===== config.mk =====
export PLATFORM = sky130hd
export DESIGN_NAME = ctm_timer
export DESIGN_NICKNAME = d
export VERILOG_FILES = /design/src/ctm_pkg.sv /design/src/ctm_timer.sv
export SDC_FILE = /design/constraint.sdc
export NUM_CORES = 1
export LEC_CHECK = 0
export BUFFER_PORTS_ARGS = -buffer_cell sky130_fd_sc_hd__buf_2
export CORE_MARGIN = 3
export CORE_UTILIZATION = 29
export CTS_CLUSTER_SIZE = 10
export DETAILED_ROUTE_END_ITERATION = 10
export MAX_ROUTING_LAYER = met4
export PLACE_DENSITY = 0.57
export SLEW_MARGIN = 20
export SYNTH_ARGS = -nofsm -noshare
export SYNTH_HDL_FRONTEND = slang
export SYNTH_SLANG_ARGS = --single-unit

===== constraint.sdc =====
create_clock -name I_CLK -period 4.2 [get_ports I_CLK]
set_clock_uncertainty 0.15 [all_clocks]
set_input_delay 0.42 -clock I_CLK [delete_from_list [all_inputs] [get_ports I_CLK]]
set_output_delay 0.42 -clock I_CLK [all_outputs]
set_load 0.005 [all_outputs]

===== src/ctm_pkg.sv =====
/*
 * ctm_pkg: register map, field positions and constants of the compact timer.
 * Assumes a 32-bit AHB-Lite slave with one register per aligned word.
 */
`default_nettype none
package ctm_pkg;
    // register byte offsets
    localparam logic [7:0] OFS_CTRL0 = 8'h00;
    localparam logic [7:0] OFS_CTRL1 = 8'h04;
    localparam logic [7:0] OFS_CNT_LO = 8'h08;
    localparam logic [7:0] OFS_CNT_HI = 8'h0C;
    localparam logic [7:0] OFS_CMPA_LO = 8'h10;
    localparam logic [7:0] OFS_CMPA_HI = 8'h14;
    localparam logic [7:0] OFS_PERIOD = 8'h18;
    localparam logic [7:0] OFS_FLAGS = 8'h1C;
    // first control register fields
    localparam int C0_PAUSE = 7;
    localparam int C0_CKSEL_LO = 4;
    localparam int C0_ENABLE = 3;
    localparam logic [7:0] C0_WMASK = 8'hF8;
    // second control register fields
    localparam int C1_MODE_LO = 6;
    localparam int C1_OFUNC_LO = 4;
    localparam int C1_OCTRL = 3;
    localparam int C1_POL = 2;
    localparam int C1_DPX = 1;
    localparam int C1_CCLR = 0;
    // flag register bits, write one to clear
    localparam int FLG_A = 0;
    localparam int FLG_P = 1;
    localparam logic [7:0] RST_BYTE = 8'h00;
    // clock select codes
    localparam logic [2:0] CK_SYS4 = 3'h0;
    localparam logic [2:0] CK_SYS = 3'h1;
    localparam logic [2:0] CK_H16 = 3'h2;
    localparam logic [2:0] CK_H64 = 3'h3;
    localparam logic [2:0] CK_SUB0 = 3'h4;
    localparam logic [2:0] CK_SUB1 = 3'h5;
    localparam logic [2:0] CK_EXT_R = 3'h6;
    localparam logic [2:0] CK_EXT_F = 3'h7;
    // mode codes
    localparam logic [1:0] MD_CMP = 2'h0;
    localparam logic [1:0] MD_PWM = 2'h2;
    localparam logic [1:0] MD_TMR = 2'h3;
    // output function codes
    localparam logic [1:0] OF_NONE = 2'h0;
    localparam logic [1:0] OF_LOW = 2'h1;
    localparam logic [1:0] OF_HIGH = 2'h2;
    localparam logic [1:0] OF_TOG = 2'h3;
    localparam logic [1:0] PF_INACT = 2'h0;
    localparam logic [1:0] PF_ACT = 2'h1;
    localparam logic [1:0] PF_WAVE = 2'h2;
    // prescaler divide ratios
    localparam int DIV_SYS = 4;
    localparam int DIV_H16 = 16;
    localparam int DIV_H64 = 64;
    localparam int DIV_SUB = 256;
    localparam logic [1:0] HTRANS_NONSEQ = 2'h2;
endpackage : ctm_pkg
`default_nettype wire


===== src/ctm_timer.sv =====
/*
 * ctm_timer: compact 16-bit timer with compare, PWM and timer modes behind
 * an AHB-Lite slave. Assumes one clock; slower rates come from enable pulses
 * and the external clock pin is synchronous to the clock.
 */
// How it works
// pause bit set holds counter value; clearing resumes from it
// three-bit clock select chooses sys/4, sys, high/16, high/64, sub or pin edges
// enable rising edge zeroes the counter before counting
// enable falling stops counting; counter keeps its value
// enable rising edge returns pin to initial level in compare mode
// mode field: 00 compare, 10 PWM, 11 timer, 01 undefined
// software switches the timer off before changing mode
// compare mode: output function keeps, lows, highs or toggles pin on A match
// a requested level equal to the present level gives no change
// PWM mode: 00 inactive, 01 active, 10 waveform, 11 undefined
// software changes PWM output function only while switched off
// output control sets initial level or PWM active level; none in timer mode
// polarity bit inverts pin level; no effect in timer mode
// duty/period bit swaps roles of period and compare A registers
// clear select high clears counter on compare A match
// clear select low clears on P match; overflow only when P is zero
// clear select ignored in PWM mode
// unused low bits of first control register read zero
// counter value readable through a read-only register pair
// compare A held in a read-write register pair
// compare P held in one writable register
// timer mode does not drive the pin
// P compares counter bits 15..8; zero means full 65536 period
// low-byte writes buffered until high write; high read latches low byte
// outside PWM mode, clear select high raises only the A flag, never P
// counter is a 16-bit up-counter checked against A on all bits
// each match sets a sticky flag until software clears it, except a P match under R25
`default_nettype none
module ctm_timer #(
    parameter int CNT_W = 16,
    parameter int PER_W = 8
) (
    input wire logic I_CLK,
    input wire logic I_SRST,
    input wire logic I_HSEL,
    input wire logic [7:0] I_HADDR,
    input wire logic [1:0] I_HTRANS,
    input wire logic I_HWRITE,
    input wire logic [2:0] I_HSIZE,
    input wire logic [31:0] I_HWDATA,
    input wire logic I_HREADY,
    input wire logic I_FH_TICK,
    input wire logic I_FSUB_TICK,
    input wire logic I_EXT_CLK,
    output logic [31:0] O_HRDATA,
    output logic O_HREADYOUT,
    output logic O_HRESP,
    output logic O_WAVE,
    output logic O_WAVE_OE
);
    initial begin
        if (CNT_W != 16 || PER_W != 8) begin
            $error("ctm_timer supports only a 16-bit counter and 8-bit period");
        end
    end

    logic [7:0] ctrl0_r;
    logic [7:0] ctrl1_r;
    logic [15:0] cmpa_r;
    logic [7:0] period_r;
    logic [7:0] wbuf_r;
    logic [7:0] rbuf_r;
    logic [15:0] cnt_r;
    logic [1:0] flags_r;
    logic en_d_r;
    logic out_r;
    logic ext_d_r;
    logic [7:0] div_sys_r;
    logic [7:0] div_h_r;
    logic [7:0] div_sub_r;
    logic wr_pend_r;
    logic [7:0] wr_addr_r;
    logic [31:0] hrdata_r;
    logic wave_oe_r;

    // control fields
    logic pause;
    logic [2:0] cksel;
    logic enable;
    logic [1:0] mode;
    logic [1:0] ofunc;
    logic octrl;
    logic pol;
    logic dpx;
    logic cclr;
    assign pause = ctrl0_r[ctm_pkg::C0_PAUSE];
    assign cksel = ctrl0_r[ctm_pkg::C0_CKSEL_LO +: 3];
    assign enable = ctrl0_r[ctm_pkg::C0_ENABLE];
    assign mode = ctrl1_r[ctm_pkg::C1_MODE_LO +: 2];
    assign ofunc = ctrl1_r[ctm_pkg::C1_OFUNC_LO +: 2];
    assign octrl = ctrl1_r[ctm_pkg::C1_OCTRL];
    assign pol = ctrl1_r[ctm_pkg::C1_POL];
    assign dpx = ctrl1_r[ctm_pkg::C1_DPX];
    assign cclr = ctrl1_r[ctm_pkg::C1_CCLR];

    // bus address phase decode
    logic acc;
    logic rd_acc;
    assign acc = I_HSEL && I_HREADY && I_HTRANS[1];
    assign rd_acc = acc && !I_HWRITE;

    // divider tick from a free counter and a power-of-two ratio
    function automatic logic div_tick(input logic [7:0] cnt, input int ratio);
        div_tick = (cnt & 8'((ratio - 1) & 8'hFF)) == 8'((ratio - 1) & 8'hFF);
    endfunction : div_tick

    // prescaler counters on the system clock and the two external rate ticks
    always_ff @(posedge I_CLK) begin
        if (I_SRST) begin
            div_sys_r <= 8'h00;
            div_h_r <= 8'h00;
            div_sub_r <= 8'h00;
            ext_d_r <= 1'b0;
        end else begin
            div_sys_r <= div_sys_r + 8'h01;
            if (I_FH_TICK) begin
                div_h_r <= div_h_r + 8'h01;
            end
            if (I_FSUB_TICK) begin
                div_sub_r <= div_sub_r + 8'h01;
            end
            ext_d_r <= I_EXT_CLK;
        end
    end

    // counter clock enable selection
    logic tick;
    always_comb begin
        unique case (cksel)
            ctm_pkg::CK_SYS4: tick = div_tick(div_sys_r, ctm_pkg::DIV_SYS);
            ctm_pkg::CK_SYS: tick = 1'b1;
            ctm_pkg::CK_H16: tick = I_FH_TICK && div_tick(div_h_r, ctm_pkg::DIV_H16);
            ctm_pkg::CK_H64: tick = I_FH_TICK && div_tick(div_h_r, ctm_pkg::DIV_H64);
            ctm_pkg::CK_SUB0, ctm_pkg::CK_SUB1: tick = I_FSUB_TICK;
            ctm_pkg::CK_EXT_R: tick = I_EXT_CLK && !ext_d_r;
            ctm_pkg::CK_EXT_F: tick = !I_EXT_CLK && ext_d_r;
        endcase
    end

    // comparators and clear choice
    logic run;
    logic en_rise;
    logic match_a;
    logic match_p;
    logic ovf;
    logic clr_cnt;
    logic is_pwm;
    assign en_rise = enable && !en_d_r;
    assign run = enable && !pause && tick && !en_rise;
    assign match_a = run && (cnt_r + 16'h0001) == cmpa_r && cmpa_r != 16'h0000;
    assign match_p = run && period_r != 8'h00
        && (cnt_r + 16'h0001) == {period_r, 8'h00};
    assign ovf = run && cnt_r == 16'hFFFF;
    assign is_pwm = mode == ctm_pkg::MD_PWM;
    always_comb begin
        if (is_pwm) begin
            clr_cnt = dpx ? match_a : (match_p || (period_r == 8'h00 && ovf));
        end else if (cclr) begin
            clr_cnt = match_a;
        end else begin
            clr_cnt = match_p || (period_r == 8'h00 && ovf);
        end
    end

    // enable edge memory
    always_ff @(posedge I_CLK) begin
        if (I_SRST) begin
            en_d_r <= 1'b0;
        end else begin
            en_d_r <= enable;
        end
    end

    // main up-counter
    always_ff @(posedge I_CLK) begin
        if (I_SRST) begin
            cnt_r <= 16'h0000;
        end else if (en_rise) begin
            cnt_r <= 16'h0000;
        end else if (run) begin
            cnt_r <= clr_cnt ? 16'h0000 : cnt_r + 16'h0001;
        end
    end

    // pwm duty compare: active while the counter is below the duty value
    logic pwm_act;
    always_comb begin
        if (dpx) begin
            pwm_act = cnt_r[15:8] < period_r;
        end else begin
            pwm_act = cnt_r < cmpa_r;
        end
    end

    // compare-mode pin state, reset to initial level on enable rise
    always_ff @(posedge I_CLK) begin
        if (I_SRST) begin
            out_r <= 1'b0;
        end else if (en_rise) begin
            out_r <= octrl;
        end else if (match_a && mode == ctm_pkg::MD_CMP) begin
            unique case (ofunc)
                ctm_pkg::OF_NONE: out_r <= out_r;
                ctm_pkg::OF_LOW: out_r <= 1'b0;
                ctm_pkg::OF_HIGH: out_r <= 1'b1;
                ctm_pkg::OF_TOG: out_r <= !out_r;
            endcase
        end
    end

    // pin level with polarity; timer mode leaves the pin undriven
    always_ff @(posedge I_CLK) begin
        if (I_SRST) begin
            O_WAVE <= 1'b0;
            wave_oe_r <= 1'b0;
        end else begin
            wave_oe_r <= mode == ctm_pkg::MD_CMP || is_pwm;
            if (is_pwm) begin
                unique case (ofunc)
                    ctm_pkg::PF_INACT: O_WAVE <= !octrl ^ pol;
                    ctm_pkg::PF_ACT: O_WAVE <= octrl ^ pol;
                    ctm_pkg::PF_WAVE: O_WAVE <= (pwm_act ? octrl : !octrl) ^ pol;
                    default: O_WAVE <= !octrl ^ pol;
                endcase
            end else if (mode == ctm_pkg::MD_CMP) begin
                O_WAVE <= out_r ^ pol;
            end else begin
                O_WAVE <= 1'b0;
            end
        end
    end
    assign O_WAVE_OE = wave_oe_r;

    // delayed write phase bookkeeping
    always_ff @(posedge I_CLK) begin
        if (I_SRST) begin
            wr_pend_r <= 1'b0;
            wr_addr_r <= 8'h00;
        end else begin
            wr_pend_r <= acc && I_HWRITE;
            wr_addr_r <= I_HADDR;
        end
    end

    // register writes in the data phase
    logic [7:0] wd;
    assign wd = I_HWDATA[7:0];
    always_ff @(posedge I_CLK) begin
        if (I_SRST) begin
            ctrl0_r <= ctm_pkg::RST_BYTE;
            ctrl1_r <= ctm_pkg::RST_BYTE;
            cmpa_r <= 16'h0000;
            period_r <= ctm_pkg::RST_BYTE;
            wbuf_r <= ctm_pkg::RST_BYTE;
        end else if (wr_pend_r) begin
            unique case (wr_addr_r)
                ctm_pkg::OFS_CTRL0: ctrl0_r <= wd & ctm_pkg::C0_WMASK;
                ctm_pkg::OFS_CTRL1: ctrl1_r <= wd;
                ctm_pkg::OFS_CMPA_LO: wbuf_r <= wd;
                ctm_pkg::OFS_CMPA_HI: cmpa_r <= {wd, wbuf_r};
                ctm_pkg::OFS_PERIOD: period_r <= wd;
                default: ;
            endcase
        end
    end

    // match flags: set wins over a same-cycle clear
    always_ff @(posedge I_CLK) begin
        if (I_SRST) begin
            flags_r <= 2'b00;
        end else begin
            if (match_a) begin
                flags_r[ctm_pkg::FLG_A] <= 1'b1;
            end else if (wr_pend_r && wr_addr_r == ctm_pkg::OFS_FLAGS && wd[ctm_pkg::FLG_A]) begin
                flags_r[ctm_pkg::FLG_A] <= 1'b0;
            end
            if (match_p && !(cclr && !is_pwm)) begin
                flags_r[ctm_pkg::FLG_P] <= 1'b1;
            end else if (wr_pend_r && wr_addr_r == ctm_pkg::OFS_FLAGS && wd[ctm_pkg::FLG_P]) begin
                flags_r[ctm_pkg::FLG_P] <= 1'b0;
            end
        end
    end

    // read data: high-byte reads latch the low byte into the read buffer
    always_ff @(posedge I_CLK) begin
        if (I_SRST) begin
            hrdata_r <= 32'h0000_0000;
            rbuf_r <= ctm_pkg::RST_BYTE;
        end else if (rd_acc) begin
            unique case (I_HADDR)
                ctm_pkg::OFS_CTRL0: hrdata_r <= {24'h000000, ctrl0_r};
                ctm_pkg::OFS_CTRL1: hrdata_r <= {24'h000000, ctrl1_r};
                ctm_pkg::OFS_CNT_HI: begin
                    hrdata_r <= {24'h000000, cnt_r[15:8]};
                    rbuf_r <= cnt_r[7:0];
                end
                ctm_pkg::OFS_CMPA_HI: begin
                    hrdata_r <= {24'h000000, cmpa_r[15:8]};
                    rbuf_r <= cmpa_r[7:0];
                end
                ctm_pkg::OFS_CNT_LO, ctm_pkg::OFS_CMPA_LO: hrdata_r <= {24'h000000, rbuf_r};
                ctm_pkg::OFS_PERIOD: hrdata_r <= {24'h000000, period_r};
                ctm_pkg::OFS_FLAGS: hrdata_r <= {30'h00000000, flags_r};
                default: hrdata_r <= 32'h0000_0000;
            endcase
        end
    end
    assign O_HRDATA = hrdata_r;
    assign O_HREADYOUT = 1'b1;
    assign O_HRESP = 1'b0;
endmodule : ctm_timer
`default_nettype wire


==> metrics.md <==
| Metric | Value |
|---|---|
| Fmax | `278 MHz` |
| Bufs on Longest Clock Path | `2` |
| Via density | `4.99` |
| Initial antenna violation count | `0` |
| Synth Area in Compound Gates | `16.5%` |
| Final setup fails | `0` |
| Max IR drop VDD | `234 uV` |
| Setup bufs post-CTS | `0` |
| Setup TNS | `0 ps` |
| Vias in the first global route | `4706` |
| Total of max-cap violations | `0` |
| Syn Area/Cell | `8.13 um^2` |
| Initial Util | `29.8%` |
| Max incr delay on CP | `520 ps` |
| CP endpoint kind | `register` |
| Outcome | `completed` |
| Area grow syn2layout | `9.50%` |
| CP Launch Type | `register` |
| CP dominant cell by count | `xnor2_1` |
| Root Driver | `clkbuf_16` |
| HP Class | `in -> reg` |
| Top cells by area, synth | `dfxtp_1, nor2_1, mux2i_1` |
| Async set-reset flop share out of synthesis | `0%` |
| Synth Area in XOR/XNOR | `5.16%` |
| #FFs+latches synth | `101` |
| EDFF count, synth | `0` |
| Mapped Cells | `752` |
| Final hold violations | `0` |
| Adder-cell share of the synthesized area | `6.14%` |
| Largest family of logic cells by synthesized area | `simple AND/OR/NAND/NOR gates` |
| Gr usage total | `15.1%` |
| Clock slew at reported path FFs | `70 ps` |
| WP data arrival | `3680 ps` |
| Via count | `5177` |
| Share of cells above drive strength 1 | `10.2%` |
| Mapped Area | `0.00611 mm^2` |
| Slew Limit Headroom | `26.1%` |
| Synth cell count leaders | `nor2_1, dfxtp_1, a21oi_1` |
| Core Footprint | `0.0205 mm^2` |
| CTS buffer count | `9` |
| Placed Area | `0.00640 mm^2` |
| Top cell type's share of synthesized area | `33.1%` |
| Simple-Gate Fraction of Synth Area | `23.4%` |
| Sequential area share after synthesis | `33.1%` |
| Die area | `0.0228 mm^2` |
| CP max stage cell | `dfxtp_1` |
| Top FF cell, synth | `dfxtp_1` |
| Std cell rows | `52` |
| HPWL Detailed | `12200 um` |
| Number of port buffers | `34` |
| Worst EP required | `4280 ps` |
| Die W | `151 um` |
| Area leader, netlist | `dfxtp_1` |
| Worst-Margin Slew | `1100 ps` |
| RSZ-0062 raised after global routing | `no` |
| Yosys warning count | `0` |
| Power Dens Cells | `283 mW/mm^2` |
| Max FO, Critical Path | `9` |
| Max Slew Vio Count | `0` |
| Antenna-violating nets left | `0` |
| Cell chain of the critical path | `ha_1 -> nand3_2 -> nor3_1 -> xnor2_1 -> xnor2_1 -> a2111oi_2 -> a31oi_1 -> mux2i_4 -> a21o_1 -> nor2_1` |
| Setup CP Type | `reg -> reg` |
| Grt total ovfl | `0` |
| Placer Congestion | `0.872` |
| Design Area, Final | `0.00669 mm^2` |
| Count leader, synth | `nor2_1` |
| First-pass GRT wire length | `26400 um` |
| I/O pins | `89` |
| CTS tree | `built` |
| Synth unique cells | `69` |
| CTS Hold Bufs | `0` |
| Largest net degree at the start of global routing | `85` |
| Drt drc | `0` |
| Clk Latency, worst-skew pair | `360 ps` |
| N_diodes | `0` |
| Clock sink total | `101` |
| H-tree Lvls | `3` |
| Post-cts resize count | `0` |
| Post-synthesis mux area share | `6.96%` |
| DRT iter0 DRCs | `447` |
| Final net count | `846` |
| Pre-antenna DRT Iters | `6` |
| Final wirelength | `16300 um` |
| Tmin final | `3590 ps` |
| Leak | `2.47 nW` |
| Die Y | `151 um` |
| Final worst path period share | `85.5%` |
| Wire per inst | `15.7 um` |
## power breakdown
group | switching, mW | internal, mW
logic | 0.0584 | 0.0274
registers | 0.00657 | 0.968
clock network | 0.405 | 0.429
total | 0.470 | 1.42
## worst max-delay path, delay by kind of cell (launching register included)
family	cells	cell delay, ps
AND/OR/NAND/NOR	3	750
AO/OA/AOI/OAI	3	960
XOR/XNOR	2	360
flip-flops	1	520
adder cells (fa/ha/maj)	1	390
multiplexers	1	340
## stage by stage
step | hold slack, ps | total power, mW | cells | setup WS [ps] | utilization [%]
global placement | 263 | 1.08 | 1022 | 664 | 31.2
CTS | 135 | 1.91 | 1038 | 622 | 32.6
detailed placement | 261 | 1.08 | 1022 | 645 | 31.2
finish | 139 | 1.89 | 1038 | 608 | 32.6
floorplan | 249 | 1.07 | 776 | 1300 | -
global route | 148 | 1.96 | 1038 | 271 | 32.6
## layout by cell type, fill, tap and decap left out, drive strengths merged, types with 5 or more instances in the layout
| master | Yosys | routed |
|---|---|---|
| nor2 | 103 | 103 |
| dfxtp | 101 | 101 |
| a21oi | 68 | 68 |
| nand2 | 58 | 58 |
| buf | 41 | 43 |
| inv | 39 | 41 |
| mux2i | 39 | 39 |
| ha | 30 | 30 |
| xnor2 | 26 | 26 |
| conb | 2 | 26 |
| nor2b | 18 | 18 |
| nor4 | 18 | 18 |
| nand3 | 18 | 18 |
| o21ai | 17 | 17 |
| nand4 | 15 | 15 |
| nor3 | 15 | 15 |
| xor2 | 10 | 10 |
| clkbuf | 26 | 10 |
| a21o | 8 | 8 |
| a211oi | 8 | 8 |
| a221oi | 6 | 6 |
| a22o | 6 | 6 |
| nand2b | 6 | 6 |
| and3 | 6 | 6 |
| or3 | 5 | 5 |
## area by class of cell
class                   count  area (um^2)
well taps                 270          338
flip-flops and latches    101         2020
inverters                  39          146
fillers                  2168        13800
repair buffers             43          238
clock buffers              10          239
clock inverters             6         53.8
multi-input cells         569         3650
## metal layers
metal	up-vias	track usage [%]	wire length, um
met5	-	-	0
met2	129	22.7	7470
li1	2614	-	-
met3	19	2.51	676
met1	2415	21.2	7910
met4	0	3.76	268
## registers in the layout, indices dropped and copies added (netlist names)
name,count
O_WAVE,1
flags_r,2
ext_d_r,1
div_sys_r,2
ctrl1_r,8
O_HRDATA,8
O_WAVE_OE,1
out_r,1
cnt_r,16
ctrl0_r,5
wbuf_r,8
div_h_r,6
wr_pend_r,1
en_d_r,1
period_r,8
cmpa_r,16
wr_addr_r,8
rbuf_r,8
## cell families after synthesis
family | after synthesis
simple gates | 280
compound gates | 156
buf+inv | 106
flops | 101
mux | 41
xor+xnor | 36
fa+ha+maj | 30
other cells | 2
## final timing paths
| path | cells past startpoint | to | from | slack, ps |
|---|---|---|---|---|
| worst max-delay path | 10 | cnt_r[4] | cnt_r[0] | 610 |
| worst min-delay path | 2 | wr_addr_r[5] | I_HADDR[5] | 140 |
| worst max register to register | 10 | cnt_r[4] | cnt_r[0] | 610 |
| worst min register to register | 1 | div_sys_r[0] | div_sys_r[0] | 270 |
No activity file was read; power rests on OpenSTA's default activity.
